## src/hw/dma_test_pkg.sv

```systemverilog
// Purpose: Constants for the DMA FIFO test and control register bank
// Assumes: APB byte addresses derived from printed register indices
// Notes:   Printed offsets are not word aligned, so byte address is index times four
package dma_test_pkg;
  // Printed register indices
  localparam logic [7:0] IDX_REV_FIFO_CTRL   = 8'h1b;
  localparam logic [7:0] IDX_RET_ADDR_HOLD   = 8'h1c;
  localparam logic [7:0] IDX_FIFO_BYTE_OFS   = 8'h20;
  localparam logic [7:0] IDX_FIFO_TEST_MODE  = 8'h21;
  localparam logic [7:0] IDX_DMA_STEP_SIZE   = 8'h22;
  // Own registers: status, address pointer, byte counter, structure address
  localparam logic [7:0] IDX_DMA_STATUS      = 8'h40;
  localparam logic [7:0] IDX_NEXT_ADDR       = 8'h41;
  localparam logic [7:0] IDX_BYTE_COUNT      = 8'h42;
  localparam logic [7:0] IDX_STRUCT_ADDR     = 8'h43;
  // Field positions in revision_fifo_control
  localparam int REV_LSB   = 4;
  localparam int FLUSH_BIT = 3;
  localparam int CLEAR_BIT = 2;
  localparam int FETCH_BIT = 1;
  localparam int WRITE_INVALIDATE_ENABLE_BIT  = 0;
  // Field positions in fifo_test_mode_control
  localparam int BURST_DISABLE_BIT_BIT  = 7;
  localparam int ALL_PINS_FLOAT_BIT  = 6;
  localparam int ZSD_BIT   = 5;
  localparam int SHADOW_TEST_MODE_BIT  = 4;
  localparam int MASTER_PARITY_ENABLE_BIT  = 3;
  localparam int LANE_EN   = 2;
  // Field positions in dma_step_size_control
  localparam int ADDR_STEP = 7;
  localparam int CNT_STEP  = 6;
  localparam int FSIZE_BIT = 5;
  localparam int SET_RESET_MASTER_BIT  = 4;
  localparam int TRANSFER_DIRECTION_BIT_BIT  = 3;
  // Reset values
  localparam logic [7:0]  TEST_MODE_RST = 8'h00;
  localparam logic [3:0]  CTRL_LOW_RST  = 4'h0;
  localparam logic [9:0]  OFS_RST       = 10'h000;
  localparam logic [31:0] ADDR_RST      = 32'h0000_0000;
  localparam logic [23:0] COUNT_RST     = 24'h00_0000;
  // FIFO depths and residue masks
  localparam int          FIFO_SMALL    = 88;
  localparam int          FIFO_LARGE    = 536;
  localparam logic [9:0]  MASK_SMALL    = 10'h07f;
  localparam logic [9:0]  MASK_LARGE    = 10'h3ff;
endpackage

```

## src/hw/dma_fifo_test_control.sv

```systemverilog
// Purpose: DMA FIFO test, control and step register bank behind an APB slave
// Assumes: Single clock mclk at 100 MHz, synchronous active high reset
// Notes:   Core-side event inputs come from logic on the same clock
//
// Implementation choice: register access over APB.
`timescale 1ns/1ps

// Overview of operation
// - Status bit reads one when acknowledge inactive
// - Upper nibble shows revision identifier nibble
// - Flush drains FIFO; software clears bit
// - Byte empty/full flags readable during flush
// - Clear bit resets pointers, then self-clears
// - Fetch pin only during opcode when set
// - Write-invalidate enable selects invalidate commands
// - Hold register stores call, restores return
// - Hold register kept across memory moves
// - Ten-bit offset counter split across registers
// - Burst disable forces single back-to-back cycles
// - High-impedance test floats all pins
// - SCSI data float floats data, parity
// - Shadow mode redirects hold, structure accesses
// - Master parity enable gates parity errors
// - Lane enable picks byte lane explicitly
// - Without enable, lane from pointer, count
// - Address step increments pointer, self-clears
// - Count step decrements counter, self-clears
// - Size bit selects 88 or 536 depth
// - Master bit decides direction set or clear
// - Direction asserted means SCSI toward host
module dma_fifo_test_control
  import dma_test_pkg::*;
#(
  parameter logic [3:0] REVISION = 4'h1  // Arbitrary revision nibble
) (
  input  wire logic        mclk,              // System clock
  input  wire logic        sys_rst,           // Synchronous reset
  input  wire logic        psel,              // APB select
  input  wire logic        penable,           // APB access phase
  input  wire logic        pwrite,            // APB direction
  input  wire logic [11:0] paddr,             // APB byte address
  input  wire logic [31:0] pwdata,            // APB write data
  output logic      [31:0] prdata,            // APB read data
  output logic             pready,            // APB ready
  output logic             pslverr,           // APB error
  input  wire logic        data_ack_internal, // Active low acknowledge
  input  wire logic [3:0]  fifo_byte_empty,   // Bottom lane empty flags
  input  wire logic [3:0]  fifo_byte_full,    // Top lane full flags
  input  wire logic        flush_done,        // FIFO drain finished
  input  wire logic        clear_done,        // Pointers cleared
  input  wire logic        call_exec,         // Call instruction executes
  input  wire logic        return_exec,       // Return instruction executes
  input  wire logic [31:0] call_return_addr,  // Address saved by a call
  input  wire logic        mem_move_active,   // Memory-to-memory move running
  input  wire logic [31:0] struct_addr_in,    // New structure address
  input  wire logic        struct_addr_load,  // Load structure address
  input  wire logic        core_byte_moved,   // One byte passed cores
  input  wire logic        fetch_cycle,       // Instruction fetch bus cycle
  input  wire logic        fetch_opcode,      // Opcode part of the fetch
  input  wire logic        master_parity_err, // Parity fault seen as master
  input  wire logic        bus_write_cycle,   // Master write due now
  output logic             flush_req,         // Drain FIFO to memory
  output logic             fifo_clear,        // Clear FIFO pointers
  output logic             fetch_n,           // Active low fetch pin
  output logic             mwi_cmd,           // Use write and invalidate
  output logic             single_cycles,     // Back-to-back single cycles
  output logic             all_pins_float,    // Float every pin
  output logic             scsi_data_float,   // Float data and parity lines
  output logic             parity_irq,        // Master parity error event
  output logic [1:0]       fifo_lane,         // Active FIFO byte lane
  output logic             dma_write_direction, // High: SCSI to host
  output logic             fifo_large,        // 536 byte mode
  output logic [31:0]      ip_load,           // Instruction pointer reload
  output logic             ip_load_en,        // Reload strobe
  output logic [31:0]      next_address_pointer, // Address pointer
  output logic [23:0]      byte_counter       // Byte counter
);

  // Decoded index: printed offsets are indices, address is four times that
  logic [7:0]  idx;
  logic        wr_en;
  logic        rd_en;
  logic        hit;
  logic [7:0]  ctrl_reg;           // Test mode control
  logic [3:0]  ctrl_low_reg;       // flush, clear, fetch mode, invalidate
  logic [7:0]  step_reg;           // Step, size, master, direction
  logic [9:0]  offset_reg;         // Byte offset counter
  logic [31:0] hold_reg;           // Return address hold
  logic [31:0] shadow_hold_reg;    // Shadow hold copy
  logic [31:0] struct_reg;         // Data structure address
  logic [31:0] shadow_struct_reg;  // Shadow structure copy
  logic [31:0] rd_next;            // Read mux
  logic [2:0]  step_amt;           // Bytes to the next word boundary
  logic        flush_finished_reg; // Drain reported, until bit cleared

  assign idx   = paddr[9:2];
  assign wr_en = psel && penable && pwrite && pready;
  assign rd_en = psel && !penable && !pwrite;
  assign hit   = (idx == IDX_REV_FIFO_CTRL) || (idx == IDX_RET_ADDR_HOLD) ||
                 (idx == IDX_FIFO_BYTE_OFS) || (idx == IDX_FIFO_TEST_MODE) ||
                 (idx == IDX_DMA_STEP_SIZE) || (idx == IDX_DMA_STATUS) ||
                 (idx == IDX_NEXT_ADDR) || (idx == IDX_BYTE_COUNT) ||
                 (idx == IDX_STRUCT_ADDR);

  // Step is the distance to the next word boundary, capped by the count
  always_comb begin
    step_amt = 3'd4 - {1'b0, next_address_pointer[1:0]};
    if (byte_counter < {21'h0, step_amt}) begin
      step_amt = byte_counter[2:0];
    end
  end

  // APB ready: registered from setup, so no wait state; read data is registered in setup
  always_ff @(posedge mclk) begin
    if (sys_rst) begin
      pready  <= 1'b0;
      pslverr <= 1'b0;
    end else begin
      pready  <= psel && !penable;
      pslverr <= psel && !penable && !(paddr[1:0] == 2'b00 && paddr[11:10] == 2'b00 && hit);
    end
  end

  // Read mux, registered in the setup cycle
  always_comb begin
    rd_next = 32'h0000_0000;
    unique case (idx)
      IDX_REV_FIFO_CTRL:  rd_next = {24'h0, REVISION, ctrl_low_reg};
      IDX_RET_ADDR_HOLD:  rd_next = ctrl_reg[SHADOW_TEST_MODE_BIT] ? shadow_hold_reg : hold_reg;
      IDX_FIFO_BYTE_OFS:  rd_next = {24'h0, offset_reg[7:0]};
      IDX_FIFO_TEST_MODE: rd_next = {24'h0, ctrl_reg};
      IDX_DMA_STEP_SIZE:  rd_next = {24'h0, step_reg[7:2], offset_reg[9:8]};
      // Flags live beside acknowledge so polling works during flush
      IDX_DMA_STATUS:     rd_next = {23'h0, fifo_byte_empty, fifo_byte_full, data_ack_internal};
      IDX_NEXT_ADDR:      rd_next = next_address_pointer;
      IDX_BYTE_COUNT:     rd_next = {8'h0, byte_counter};
      IDX_STRUCT_ADDR:    rd_next = ctrl_reg[SHADOW_TEST_MODE_BIT] ? shadow_struct_reg : struct_reg;
      default:            rd_next = 32'h0000_0000;
    endcase
  end

  always_ff @(posedge mclk) begin
    if (sys_rst) begin
      prdata <= 32'h0000_0000;
    end else if (rd_en) begin
      prdata <= rd_next;
    end
  end

  // Flush, clear, fetch mode and invalidate enable
  always_ff @(posedge mclk) begin
    if (sys_rst) begin
      ctrl_low_reg <= CTRL_LOW_RST;
    end else begin
      if (wr_en && idx == IDX_REV_FIFO_CTRL) begin
        ctrl_low_reg <= pwdata[3:0];
      end
      // Clear bit drops itself once pointers are gone; a new set wins
      if (clear_done && !(wr_en && idx == IDX_REV_FIFO_CTRL && pwdata[CLEAR_BIT])) begin
        ctrl_low_reg[CLEAR_BIT] <= 1'b0;
      end
    end
  end

  // Test mode control register
  always_ff @(posedge mclk) begin
    if (sys_rst) begin
      ctrl_reg <= TEST_MODE_RST;
    end else if (wr_en && idx == IDX_FIFO_TEST_MODE) begin
      ctrl_reg <= pwdata[7:0];
    end
  end

  // Step control: size and master stored, direction set or cleared by master
  always_ff @(posedge mclk) begin
    if (sys_rst) begin
      step_reg <= 8'h00;
    end else if (wr_en && idx == IDX_DMA_STEP_SIZE) begin
      step_reg[ADDR_STEP] <= pwdata[ADDR_STEP];
      step_reg[CNT_STEP]  <= pwdata[CNT_STEP];
      step_reg[FSIZE_BIT] <= pwdata[FSIZE_BIT];
      step_reg[SET_RESET_MASTER_BIT]  <= pwdata[SET_RESET_MASTER_BIT];
      step_reg[2]         <= pwdata[2];
      // Writing one to direction acts per the stored master bit
      if (pwdata[TRANSFER_DIRECTION_BIT_BIT]) begin
        step_reg[TRANSFER_DIRECTION_BIT_BIT] <= step_reg[SET_RESET_MASTER_BIT];
      end
    end else begin
      step_reg[ADDR_STEP] <= 1'b0;
      step_reg[CNT_STEP]  <= 1'b0;
    end
  end

  // Address pointer and byte counter, stepped manually
  always_ff @(posedge mclk) begin
    if (sys_rst) begin
      next_address_pointer <= ADDR_RST;
      byte_counter         <= COUNT_RST;
    end else begin
      if (wr_en && idx == IDX_NEXT_ADDR) begin
        next_address_pointer <= pwdata;
      end else if (step_reg[ADDR_STEP]) begin
        next_address_pointer <= next_address_pointer + {29'h0, step_amt};
      end
      if (wr_en && idx == IDX_BYTE_COUNT) begin
        byte_counter <= pwdata[23:0];
      end else if (step_reg[CNT_STEP]) begin
        byte_counter <= byte_counter - {21'h0, step_amt};
      end
    end
  end

  // Byte offset counter counts bytes between cores, wraps per size
  always_ff @(posedge mclk) begin
    if (sys_rst) begin
      offset_reg <= OFS_RST;
    end else if (wr_en && idx == IDX_FIFO_BYTE_OFS) begin
      offset_reg[7:0] <= pwdata[7:0];
    end else if (ctrl_low_reg[CLEAR_BIT]) begin
      offset_reg <= OFS_RST;
    end else if (core_byte_moved) begin
      offset_reg <= (offset_reg + 10'd1) & (step_reg[FSIZE_BIT] ? MASK_LARGE : MASK_SMALL);
    end
  end

  // Hold register and its shadow; moves use the shadow so the hold survives
  always_ff @(posedge mclk) begin
    if (sys_rst) begin
      hold_reg        <= ADDR_RST;
      shadow_hold_reg <= ADDR_RST;
    end else begin
      if (wr_en && idx == IDX_RET_ADDR_HOLD) begin
        if (ctrl_reg[SHADOW_TEST_MODE_BIT]) begin
          shadow_hold_reg <= pwdata;
        end else begin
          hold_reg <= pwdata;
        end
      end else if (call_exec) begin
        if (mem_move_active) begin
          shadow_hold_reg <= call_return_addr;
        end else begin
          hold_reg <= call_return_addr;
        end
      end
    end
  end

  // Structure address and its shadow
  always_ff @(posedge mclk) begin
    if (sys_rst) begin
      struct_reg        <= ADDR_RST;
      shadow_struct_reg <= ADDR_RST;
    end else if (wr_en && idx == IDX_STRUCT_ADDR) begin
      if (ctrl_reg[SHADOW_TEST_MODE_BIT]) begin
        shadow_struct_reg <= pwdata;
      end else begin
        struct_reg <= pwdata;
      end
    end else if (struct_addr_load) begin
      if (mem_move_active) begin
        shadow_struct_reg <= struct_addr_in;
      end else begin
        struct_reg <= struct_addr_in;
      end
    end
  end

  // Drain finished marker: a held flush bit must not start a second drain
  // once the core has reported completion; clearing the bit rearms it
  always_ff @(posedge mclk) begin
    if (sys_rst) begin
      flush_finished_reg <= 1'b0;
    end else if (flush_done) begin
      flush_finished_reg <= 1'b1;
    end else if (!ctrl_low_reg[FLUSH_BIT]) begin
      flush_finished_reg <= 1'b0;
    end
  end

  // Registered control outputs toward the core and pads
  always_ff @(posedge mclk) begin
    if (sys_rst) begin
      flush_req           <= 1'b0;
      fifo_clear          <= 1'b0;
      fetch_n             <= 1'b1;
      mwi_cmd             <= 1'b0;
      single_cycles       <= 1'b0;
      all_pins_float      <= 1'b0;
      scsi_data_float     <= 1'b0;
      parity_irq          <= 1'b0;
      fifo_lane           <= 2'b00;
      dma_write_direction <= 1'b0;
      fifo_large          <= 1'b0;
      ip_load             <= ADDR_RST;
      ip_load_en          <= 1'b0;
    end else begin
      // Flush request holds until the core reports the drain done or software clears the bit
      flush_req  <= ctrl_low_reg[FLUSH_BIT] && !flush_done && !flush_finished_reg;
      fifo_clear <= ctrl_low_reg[CLEAR_BIT];
      // Fetch mode limits the pin to the opcode part
      fetch_n <= !(fetch_cycle && (!ctrl_low_reg[FETCH_BIT] || fetch_opcode));
      mwi_cmd <= ctrl_low_reg[WRITE_INVALIDATE_ENABLE_BIT] && bus_write_cycle;
      single_cycles   <= ctrl_reg[BURST_DISABLE_BIT_BIT];
      all_pins_float  <= ctrl_reg[ALL_PINS_FLOAT_BIT];
      scsi_data_float <= ctrl_reg[ZSD_BIT] || ctrl_reg[ALL_PINS_FLOAT_BIT];
      parity_irq      <= ctrl_reg[MASTER_PARITY_ENABLE_BIT] && master_parity_err;
      // Explicit lane only in test mode, otherwise from pointer plus count
      fifo_lane <= ctrl_reg[LANE_EN] ? ctrl_reg[1:0] :
                   (next_address_pointer[1:0] + byte_counter[1:0]);
      dma_write_direction <= step_reg[TRANSFER_DIRECTION_BIT_BIT];
      fifo_large          <= step_reg[FSIZE_BIT];
      ip_load_en          <= return_exec;
      if (return_exec) begin
        ip_load <= hold_reg;
      end
    end
  end

  // Assertions
  chk_clear_self_drop: assert property (@(posedge mclk) disable iff (sys_rst)
    clear_done && !wr_en |=> !ctrl_low_reg[CLEAR_BIT])
    else $error("clear bit did not drop");
  chk_addr_step_clear: assert property (@(posedge mclk) disable iff (sys_rst)
    step_reg[ADDR_STEP] && !wr_en |=> !step_reg[ADDR_STEP])
    else $error("address step stuck");
  chk_cnt_step_dec: assert property (@(posedge mclk) disable iff (sys_rst)
    step_reg[CNT_STEP] && !(wr_en && idx == IDX_BYTE_COUNT) |=>
      byte_counter == $past(byte_counter) - {21'h0, $past(step_amt)})
    else $error("count step did not decrement");
  chk_ret_reload: assert property (@(posedge mclk) disable iff (sys_rst)
    return_exec |=> ip_load_en && ip_load == $past(hold_reg))
    else $error("return did not reload");
  chk_float_follow: assert property (@(posedge mclk) disable iff (sys_rst)
    ctrl_reg[ALL_PINS_FLOAT_BIT] |=> all_pins_float && scsi_data_float)
    else $error("pins not floated");
  chk_lane_select: assert property (@(posedge mclk) disable iff (sys_rst)
    ctrl_reg[LANE_EN] |=> fifo_lane == $past(ctrl_reg[1:0]))
    else $error("lane mismatch");
  chk_parity_gate: assert property (@(posedge mclk) disable iff (sys_rst)
    !ctrl_reg[MASTER_PARITY_ENABLE_BIT] |=> !parity_irq)
    else $error("parity error not gated");
  chk_fetch_mode: assert property (@(posedge mclk) disable iff (sys_rst)
    ctrl_low_reg[FETCH_BIT] && fetch_cycle && !fetch_opcode |=> fetch_n)
    else $error("fetch pin active outside opcode");
  chk_move_keeps_hold: assert property (@(posedge mclk) disable iff (sys_rst)
    mem_move_active && !wr_en |=> $stable(hold_reg))
    else $error("hold changed during move");
  // Drain marker and mode bits must reach their registered outputs one cycle later
  chk_flush_once: assert property (@(posedge mclk) disable iff (sys_rst)
    flush_finished_reg |=> !flush_req)
    else $error("flush restarted");
  chk_size_follow: assert property (@(posedge mclk) disable iff (sys_rst)
    step_reg[FSIZE_BIT] |=> fifo_large)
    else $error("size mode not applied");
  chk_dir_follow: assert property (@(posedge mclk) disable iff (sys_rst)
    step_reg[TRANSFER_DIRECTION_BIT_BIT] |=> dma_write_direction)
    else $error("direction not applied");
  chk_burst_follow: assert property (@(posedge mclk) disable iff (sys_rst)
    ctrl_reg[BURST_DISABLE_BIT_BIT] |=> single_cycles)
    else $error("burst disable not applied");
  chk_data_float: assert property (@(posedge mclk) disable iff (sys_rst)
    ctrl_reg[ZSD_BIT] |=> scsi_data_float)
    else $error("data lines not floated");
  chk_invalidate_gate: assert property (@(posedge mclk) disable iff (sys_rst)
    !ctrl_low_reg[WRITE_INVALIDATE_ENABLE_BIT] |=> !mwi_cmd)
    else $error("invalidate used while disabled");
  // Main scenarios: drain, manual steps, call and return, float, explicit lane
  cov_flush: cover property (@(posedge mclk) ctrl_low_reg[FLUSH_BIT] ##1 flush_done);
  cov_step: cover property (@(posedge mclk) step_reg[ADDR_STEP] && step_reg[CNT_STEP]);
  cov_call_ret: cover property (@(posedge mclk) call_exec ##[1:20] return_exec);
  cov_float: cover property (@(posedge mclk) ctrl_reg[ALL_PINS_FLOAT_BIT] ##1 all_pins_float);
  cov_lane: cover property (@(posedge mclk) ctrl_reg[LANE_EN] ##1 fifo_lane == 2'b11);

endmodule // dma_fifo_test_control

```

## config.mk

```make
export PLATFORM = sky130hd
export DESIGN_NAME = dma_fifo_test_control
export DESIGN_NICKNAME = d
export VERILOG_FILES = /design/src/hw/dma_test_pkg.sv /design/src/hw/dma_fifo_test_control.sv
export SDC_FILE = /design/constraint.sdc
export NUM_CORES = 1
export LEC_CHECK = 0
export BUFFER_PORTS_ARGS = -buffer_cell sky130_fd_sc_hd__buf_2
export CORE_MARGIN = 4
export CORE_UTILIZATION = 25
export CTS_CLUSTER_DIAMETER = 80
export CTS_CLUSTER_SIZE = 10
export DETAILED_ROUTE_END_ITERATION = 10
export GPL_TIMING_DRIVEN = 0
export SYNTH_ARGS = -nofsm -noshare
export SYNTH_HDL_FRONTEND = slang
export SYNTH_SLANG_ARGS = --single-unit
```

## constraint.sdc

```tcl
create_clock -name mclk -period 7.3 [get_ports mclk]
set_input_delay 1.095 -clock mclk [delete_from_list [all_inputs] [get_ports mclk]]
set_output_delay 1.095 -clock mclk [all_outputs]
set_load 0.01 [all_outputs]
```

### Word-level counts from Yosys, hierarchy flattened

Index checks and enable logic that the tools add are counted.

| storage, ports and cells | value |
|---|---|
| bits in registers | 292 |
| input port bits | 133 |
| output and inout bits | 135 |

| operators by class | value |
|---|---|
| $add $sub $neg | 5 |
| magnitude comparators | 1 |
| eq/ne operators | 16 |
| multiplexer cells | 29 |
| bitwise operators | 3 |
| reduce and logical (&&, ||, !) cells | 59 |

Operators with widths:

| kind | count |
|---|---|
| 2-to-1 mux 32 bit | 18 |
| case mux 32 bit (9 select lines) | 1 |
| 2-to-1 mux 24 bit | 2 |
| adder 32 x 3 -> 32 bit | 1 |
| == test 8 x 7 -> 1 bit (second input constant) | 4 |
| 2-to-1 mux 10 bit | 3 |
| == test 8 x 6 -> 1 bit (second input constant) | 3 |
| < comparator 24 x 3 -> 1 bit | 1 |
| subtractor 24 x 3 -> 24 bit | 1 |
| logical AND 1 bit | 23 |
| == test 8 x 5 -> 1 bit (second input constant) | 2 |
| nonzero test 2 bit | 7 |
| AND reduction 3 bit | 4 |
| adder 10 x 1 -> 10 bit (second input constant) | 1 |
| AND 10 bit | 1 |
| logical OR 1 bit | 10 |
| != test 2 bit (second input constant) | 5 |
| logical NOT 1 bit | 8 |
| 2-to-1 mux 8 bit | 1 |
| logical NOT 2 bit | 2 |
| != test 2 x 1 -> 1 bit (second input constant) | 2 |
| AND reduction 2 bit | 2 |
| OR reduction 2 bit | 2 |
| 2-to-1 mux 3 bit | 1 |
| other kinds (6) | 8 |

### Depth between registers and ports, before layout

Gate-level depths: netlist of run 1.

| logic depth | value |
|---|---|
| depth after elaboration | 12 |
| mapped depth | 17 |
| mapped depth without buffers | 16 |

### Least setup slack after synthesis of run 1

OpenSTA, ideal clock, no wires.

| timing | value |
|---|---|
| kind | register to register |
| from | register byte_counter[5] |
| to | register next_address_pointer[27] |
| library setup time | 91 ps |
| data arrival time | 3,621 ps |
| required time | 7,209 ps |
| slack | 3,588 ps |
| cell stages (with the launch flop) | 12 |
| buffers on the path | 1 |
| clock period less this slack | 3,712 ps |
| cells stage by stage | dfxtp_1 > or4_1 > buf_2 > nor4_1 > nand4_1 > mux2_2 > ha_1 > o21ai_0 > or2_2 > or4_4 > or3_1 > a311oi_1 |

| on the way | value |
|---|---|
| word-level cells in the longest chain between the ends | 5 |

Ends and longest elaborated chain:

| item | line | RTL |
|---|---|---|
| from (decl) | dma_fifo_test_control.sv:76 | `output logic [23:0] byte_counter` |
| from (signal assigned) | dma_fifo_test_control.sv:206 | `byte_counter <= pwdata[23:0];` |
| from (signal assigned) | dma_fifo_test_control.sv:208 | `byte_counter <= byte_counter - {21'h0, step_amt};` |
| < comparator 24 x 3 -> 1 bit | dma_fifo_test_control.sv:108 | `if (byte_counter < {21'h0, step_amt}) begin` |
| 2-to-1 mux 3 bit | dma_fifo_test_control.sv:108 |  |
| adder 32 x 3 -> 32 bit | dma_fifo_test_control.sv:203 | `next_address_pointer <= next_address_pointer + {29'h0, step_amt};` |
| 2-to-1 mux 32 bit | dma_fifo_test_control.sv:202 | `end else if (step_reg[ADDR_STEP]) begin` |
| 2-to-1 mux 32 bit | dma_fifo_test_control.sv:200 | `if (wr_en && idx == IDX_NEXT_ADDR) begin` |
| to (signal assigned) | dma_fifo_test_control.sv:201 | `next_address_pointer <= pwdata;` |
| to (signal assigned) | dma_fifo_test_control.sv:203 |  |
| to (decl) | dma_fifo_test_control.sv:75 | `output logic [31:0] next_address_pointer,` |

No other way between the ends. The select of a mux whose other input is x is not followed.
A chain may end at the register's enable or synchronous reset.

### Worst setup path in the final report of run 1

| timing | value |
|---|---|
| from | register byte_counter[16] |
| to | register byte_counter[13] |

| on the way | value |
|---|---|
| word-level cells in the longest chain between the ends | 5 |

Ends and longest elaborated chain:

| item | line | RTL |
|---|---|---|
| < comparator 24 x 3 -> 1 bit | dma_fifo_test_control.sv:108 |  |
| 2-to-1 mux 3 bit | dma_fifo_test_control.sv:108 |  |
| subtractor 24 x 3 -> 24 bit | dma_fifo_test_control.sv:208 |  |
| 2-to-1 mux 24 bit | dma_fifo_test_control.sv:207 | `end else if (step_reg[CNT_STEP]) begin` |
| 2-to-1 mux 24 bit | dma_fifo_test_control.sv:205 | `if (wr_en && idx == IDX_BYTE_COUNT) begin` |

No other way between the ends. The select of a mux whose other input is x is not followed.

==> flow_summary.ini, run 1 <==
[layout]
final_cells = 2635
drive_gt1_share_pct = 18.3
nets = 2026
area_delta_synth_final_pct = 23.1

[detailed_routing]
top_layer = met5
drt_iter0_markers = 1379
ant_nets = 0
wl_met2_um = 30200
drc = 0
route.vias.total = 14000
wirelength_um = 65500
dr.pass1.iters = 5
met3_wirelength_um = 6780
wl_met1_um = 26100
wl_per_cell_um = 24.9
via_per_inst = 5.31

[synthesis]
synth-edff-count = 0
syn_inst = 1580
synth_top_cells_by_count = nor2_1, dfxtp_1, a211oi_1
ys.flop_type = dfxtp_1
synth_top_area_share_pct = 41.7
synthArstFlopShare_pct = 0
synth-seq-cells = 292
ys_seq_area_share_pct = 41.7
yosys.cell_count.top_type = nor2_1
synthTopCellsByArea = dfxtp_1, mux2i_1, a211oi_1
syn-cell-area_um2 = 14000
syn-num-nets = 1727
synth_area_leader_cell = dfxtp_1
avgSynthCellArea_um2 = 8.87
ys_warn_count = 0
ys_types = 63

[sta]
hold_violations = 0
fin_crit_sh_pct = 62.3
skew_ns = 0.0169
setup_viol = 0
worst_pin_slew_ns = 1.17
slew_violations = 0
rsz0062_at_grt = false
fmax_ghz = 0.220
tns_ns = 0
period_minus_slack_ns = 4.55
relSlewSlack_pct = 21.9

[floorplanning]
die_area_um2 = 59900
row_count = 86
dieHeight_um = 245
die_w_um = 245
initial_utilization_pct = 25.3
core_area_um2 = 55300
io_pins = 268

[global_route]
overflow = 0
grt_pass1_wl_um = 93500
grt_start_max_net_pins = 11
grt_use_total_pct = 20.8
grt_antenna_before_repair = 4
grt_pass1_vias = 13600

[setup_path]
cp_cell_sequence = or4_1 -> nor4b_1 -> nand4_1 -> o21ai_0 -> ha_1 -> nor2b_1 -> o21ai_0 -> nand3_1 -> or4_1 -> a311oi_1
critPathKind = flip-flop to flip-flop
cp-end-kind = flip-flop
slowest_delay_ns = 0.77
cp_top_family = simple AND/OR/NAND/NOR gates
cp_num_buf_inv = 0
cp.arrival_ns = 4.97
cpMaxStageDelayCell = nor4b_1
cp-start-kind = flip-flop
timing.rr.start = byte_counter[16]$_SDFFE_PP0P_
timing.rr.end = byte_counter[13]$_SDFFE_PP0P_
worstPathRequired_ns = 7.73
cp_max_fo = 7
cp-startpoint = byte_counter[16]$_SDFFE_PP0P_
endpoint = byte_counter[13]$_SDFFE_PP0P_
reg2reg_slack_ns = 2.75
worst-path-stages = 10
reg2reg_depth = 10

[run]
cap_violations = 0

[clock_network]
cts_tree = done
htree_num_levels = 2
numCtsBuffers = 35
cts.sink_count = 292
cts_setup_buffers = 0
cts_root_buffer = clkbuf_16
ctsHoldBuffers = 0
clk_pin_slew_ns = 0.05
insertion_delay_ns = 0.53
clockBufferDepth = 3
ctsResizeCount = 0

[place]
hpwlAfterDp_um = 51800
gp_congestion = 0.935
port_buffers = 262
dp.cells = 2590

[power_and_ir_drop]
leakage_nw = 6.56
peakVddDrop_mv = 0.127
cellPowerDensity_nw_per_um2 = 212

[min_path]
hold_path.class = flip-flop to flip-flop

[run_status]
status = completed
==> layout by cell type (no fill, tap or decap), types with 8 or more instances in the layout <==
cell and n:
ha_1 12, nand4_1 15, nand3_1 28, dfxtp_1 292
mux2i_1 185, a211oi_1 187, nand2b_1 8, a21oi_1 34
buf_1 14, nor2b_1 14, xnor2_1 38, a22o_1 12
or3_1 10, a22oi_1 22, nor4b_1 8, nor4_1 28
inv_1 15, clkbuf_1 99, clkbuf_16 37, nor3_1 29
buf_2 274, o21ai_0 30, nor2_1 298, nand2_1 54
o22ai_1 29, xor2_1 10
==> metrics by stage <==
stage	hold slack [ns]	util, %	worst slack (ns)	power, mW	area (um2)
floorplan	0.399	-	3.59	1.90	14000
CTS	0.421	31.2	2.81	3.67	17200
global placement	0.410	29.4	2.91	2.07	16300
detailed placement	0.414	29.4	2.85	2.08	16300
finish	0.422	31.2	2.75	3.66	17300
global route	0.444	31.2	2.41	3.76	17200
==> cells by family after synthesis <==
logic type | count (synthesis) | synth area share, %
and+or+nand+nor | 541 | 18.3
AOI/OAI and AO/OA | 351 | 17.9
muxes | 192 | 13.8
adders and majority gates | 14 | 1.36
buffers and inverters | 142 | 4.02
DFF | 292 | 41.7
xor gates and xnor gates | 48 | 3.00
==> worst min-delay path by stage <==
stage | startpoint | to | slack [ns] | depth (start not counted)
2_1_floorplan | flush_finished_reg$_SDFFE_PP0P_ | flush_req$_SDFF_PP0_ | 0.40 | 1
3_3_place_gp | flush_finished_reg$_SDFFE_PP0P_ | flush_req$_SDFF_PP0_ | 0.41 | 1
3_5_place_dp | flush_finished_reg$_SDFFE_PP0P_ | flush_req$_SDFF_PP0_ | 0.41 | 1
4_1_cts | flush_finished_reg$_SDFFE_PP0P_ | flush_req$_SDFF_PP0_ | 0.42 | 1
5_1_grt | flush_finished_reg$_SDFFE_PP0P_ | flush_req$_SDFF_PP0_ | 0.44 | 1
6_report | flush_finished_reg$_SDFFE_PP0P_ | flush_req$_SDFF_PP0_ | 0.42 | 1
==> report_power, final <==
group | total (mW) | switching [mW] | internal [mW] | leakage [nW]
Clock | 1.61 | 0.675 | 0.932 | 0.485
Combinational | 0.354 | 0.237 | 0.117 | 3.69
Sequential | 1.70 | 0.0400 | 1.66 | 2.38
Total | 3.66 | 0.952 | 2.71 | 6.56
==> worst reg2reg max path, stage by stage (launching register included) <==
cell	delay (ns)
dfxtp_1	0.43
or4_1	0.61
nor4b_1	0.77
nand4_1	0.41
o21ai_0	0.40
ha_1	0.26
nor2b_1	0.07
o21ai_0	0.59
nand3_1	0.24
or4_1	0.43
a311oi_1	0.26
==> layer usage <==
metal  vias to the layer above  track usage, %
met5                         -               0
li1                       6375               -
met3                       112            6.53
met1                      6826            25.7
met2                       689            34.1
met4                         2            7.67
==> final cells by class <==
type                    count  area, um2
diodes                      4       10.0
multi-input cells        1146       7610
repair buffers            262       1310
plain buffers             127        507
clock buffers              41        981
inverters                  15       56.3
flip-flops and latches    292       5850
well taps                 748        936
fillers                  5901      38100
No activity file was read; power rests on OpenSTA's default activity.
==> inputs of run 2 (changes only) <==
==> constraint.sdc (replaced) <==
create_clock -name mclk -period 4.4 [get_ports mclk]
set_input_delay 0.66 -clock mclk [delete_from_list [all_inputs] [get_ports mclk]]
set_output_delay 0.66 -clock mclk [all_outputs]
set_load 0.01 [all_outputs]
==> run 2 against run 1 <==
Largest cell class unchanged. Clock skew down 0.0032 ns. Final cell count unchanged. Largest power group unchanged. Die area unchanged. Flip-flop and latch count unchanged.
==> flow_summary.ini, run 2 (synthesized netlist as in run 1, its figures left out) <==
[run_status]
status = completed

[place]
dp.cells = 2590
hpwlAfterDp_um = 51800
dp_worst_setup_slack_ns = -0.0539
port_buffers = 262
gp_congestion = 0.935
dpl-instance-area_um2 = 16300

[setup_path]
cp_cell_sequence = or4_1 -> buf_2 -> nor4_2 -> nand4_1 -> mux2_2 -> ha_1 -> o21ai_0 -> or2_2 -> or4_4 -> or3_1 -> a311oi_1
endpoint = next_address_pointer[27]$_SDFFE_PP0P_
cp.arrival_ns = 4.54
worstPathRequired_ns = 4.84
reg2reg_slack_ns = 0.29
timing.rr.start = byte_counter[5]$_SDFFE_PP0P_
cp-start-kind = flip-flop
critPathKind = flip-flop to flip-flop
cp_max_fo = 8
cp-end-kind = flip-flop
timing.rr.end = next_address_pointer[27]$_SDFFE_PP0P_
cpMaxStageDelayCell = or4_1
cp-startpoint = byte_counter[5]$_SDFFE_PP0P_
reg2reg_depth = 11
slowest_delay_ns = 0.55

[layout]
nets = 2026
final_cell_mix = nor2_1, dfxtp_1, buf_2
drive_gt1_share_pct = 18.4
layout_commonest_cell = nor2_1
multi_input_area_um2 = 7620
area_delta_synth_final_pct = 23.2
ff_latch_area_um2 = 5850
final.fill_count = 5898
design_area_um2 = 17300
final_cells = 2635

[clock_network]
cts_root_buffer = clkbuf_16
ctsResizeCount = 1
clockBufferDepth = 3
cts_setup_buffers = 0
ctsHoldBuffers = 0
numCtsBuffers = 35
cts_tree = done
clk_pin_slew_ns = 0.06
cts.sink_count = 292
htree_num_levels = 2
insertion_delay_ns = 0.52

[power_and_ir_drop]
clkPwrFrac_pct = 43.9
peakVddDrop_mv = 0.211
p_int_mw = 4.49
sw_frac_of_total_pct = 25.9
leakage_nw = 6.57
comb_power_share_pct = 9.7
cellPowerDensity_nw_per_um2 = 351
p_seq_share_pct = 46.4
switchingPower_mw = 1.57

[floorplanning]
initial_utilization_pct = 25.3
io_pins = 268
die_w_um = 245
dieHeight_um = 245
core_area_um2 = 55300
die_area_um2 = 59900
row_count = 86

[detailed_routing]
dr.pass1.iters = 5
route.vias.total = 14000
drc = 0
wirelength_um = 65300
via_per_inst = 5.31
wl_per_cell_um = 24.8
drt_iter0_markers = 1202
ant_nets = 0

[sta]
rsz0062_at_grt = false
period_minus_slack_ns = 4.11
fin_ws_ns = 0.293
hold_violations = 0
worst_pin_slew_ns = 1.16
skew_ns = 0.0137
fmax_ghz = 0.243
fin_crit_sh_pct = 93.3
slew_violations = 0
relSlewSlack_pct = 22.5
setup_viol = 0

[global_route]
grt_antenna_before_repair = 4
overflow = 0
grt_start_max_net_pins = 11
grt_use_total_pct = 20.8
grt_pass1_wl_um = 93500
grt_pass1_vias = 13600

[run]
cap_violations = 0

[min_path]
hold_path.class = input port to flip-flop
-- run 2: cell types whose count changed in the layout (fill, tap and decap cells not counted) --
cell      change
clkbuf_1      -1
clkbuf_2      +1
nor4_1        -1
nor4_2        +1
nor4b_1       -1
nor4b_2       +1
o21ai_0       -1
o21ai_1       +1
-- run 2: worst min path at each step --
| stage | start | depth (start not counted) | slack (ns) | to |
|---|---|---|---|---|
| finish | fetch_cycle | 2 | 0.32 | fetch_n$_SDFF_PP1_ |
| global route | fetch_cycle | 2 | 0.30 | fetch_n$_SDFF_PP1_ |
| CTS | fetch_cycle | 2 | 0.30 | fetch_n$_SDFF_PP1_ |
| detailed placement | flush_finished_reg$_SDFFE_PP0P_ | 1 | 0.41 | flush_req$_SDFF_PP0_ |
| global placement | flush_finished_reg$_SDFFE_PP0P_ | 1 | 0.41 | flush_req$_SDFF_PP0_ |
| floorplan | flush_finished_reg$_SDFFE_PP0P_ | 1 | 0.40 | flush_req$_SDFF_PP0_ |
-- run 2: layout make-up --
class                           count  share of cell area [%]
Multi-Input combinational cell   1146                    44.1
Sequential cell                   292                    33.9
Timing Repair Buffer              262                    7.59
Clock buffer                       41                    5.68
Tap cell                          748                    5.42
Buffer                            127                    2.94
Inverter                           15                   0.326
Antenna cell                        4                  0.0580
-- run 2: power groups by stage --
stage	logic, mW	clock network, mW	registers [mW]
after floorplan	0.290	0	2.86
after global placement	0.563	0	2.87
after detailed placement	0.575	0	2.87
after CTS	0.577	2.69	2.81
after global routing	0.625	2.79	2.82
final	0.587	2.66	2.81
-- run 2: routing by layer --
layer | GRT usage [%] | vias up | share of wire (%)
li1 | - | 6363 | -
met1 | 25.7 | 6811 | 40
met2 | 34.0 | 692 | 46
met4 | 7.89 | 2 | 3.9
met5 | 0 | - | 0.011
met3 | 6.64 | 124 | 11
-- run 2: critical path: cells and delay by family (launching register included) --
kind	cells	cell delay (ns)
flip-flops	1	0.42
adder cells (fa/ha/maj)	1	0.33
multiplexers	1	0.38
AND/OR/NAND/NOR	6	2.39
AO/OA/AOI/OAI	2	0.33
buffers and inverters	1	0.18
-- run 2: stage by stage --
stage / utilization [%] / hold slack [ns] / TNS [ns] / power [mW]
floorplan: - / 0.399 / 0 / 3.15
global placement: 29.4 / 0.410 / 0 / 3.43
detailed placement: 29.4 / 0.414 / -0.173 / 3.45
CTS: 31.2 / 0.296 / 0 / 6.08
global route: 31.2 / 0.305 / 0 / 6.24
finish: 31.2 / 0.317 / 0 / 6.06
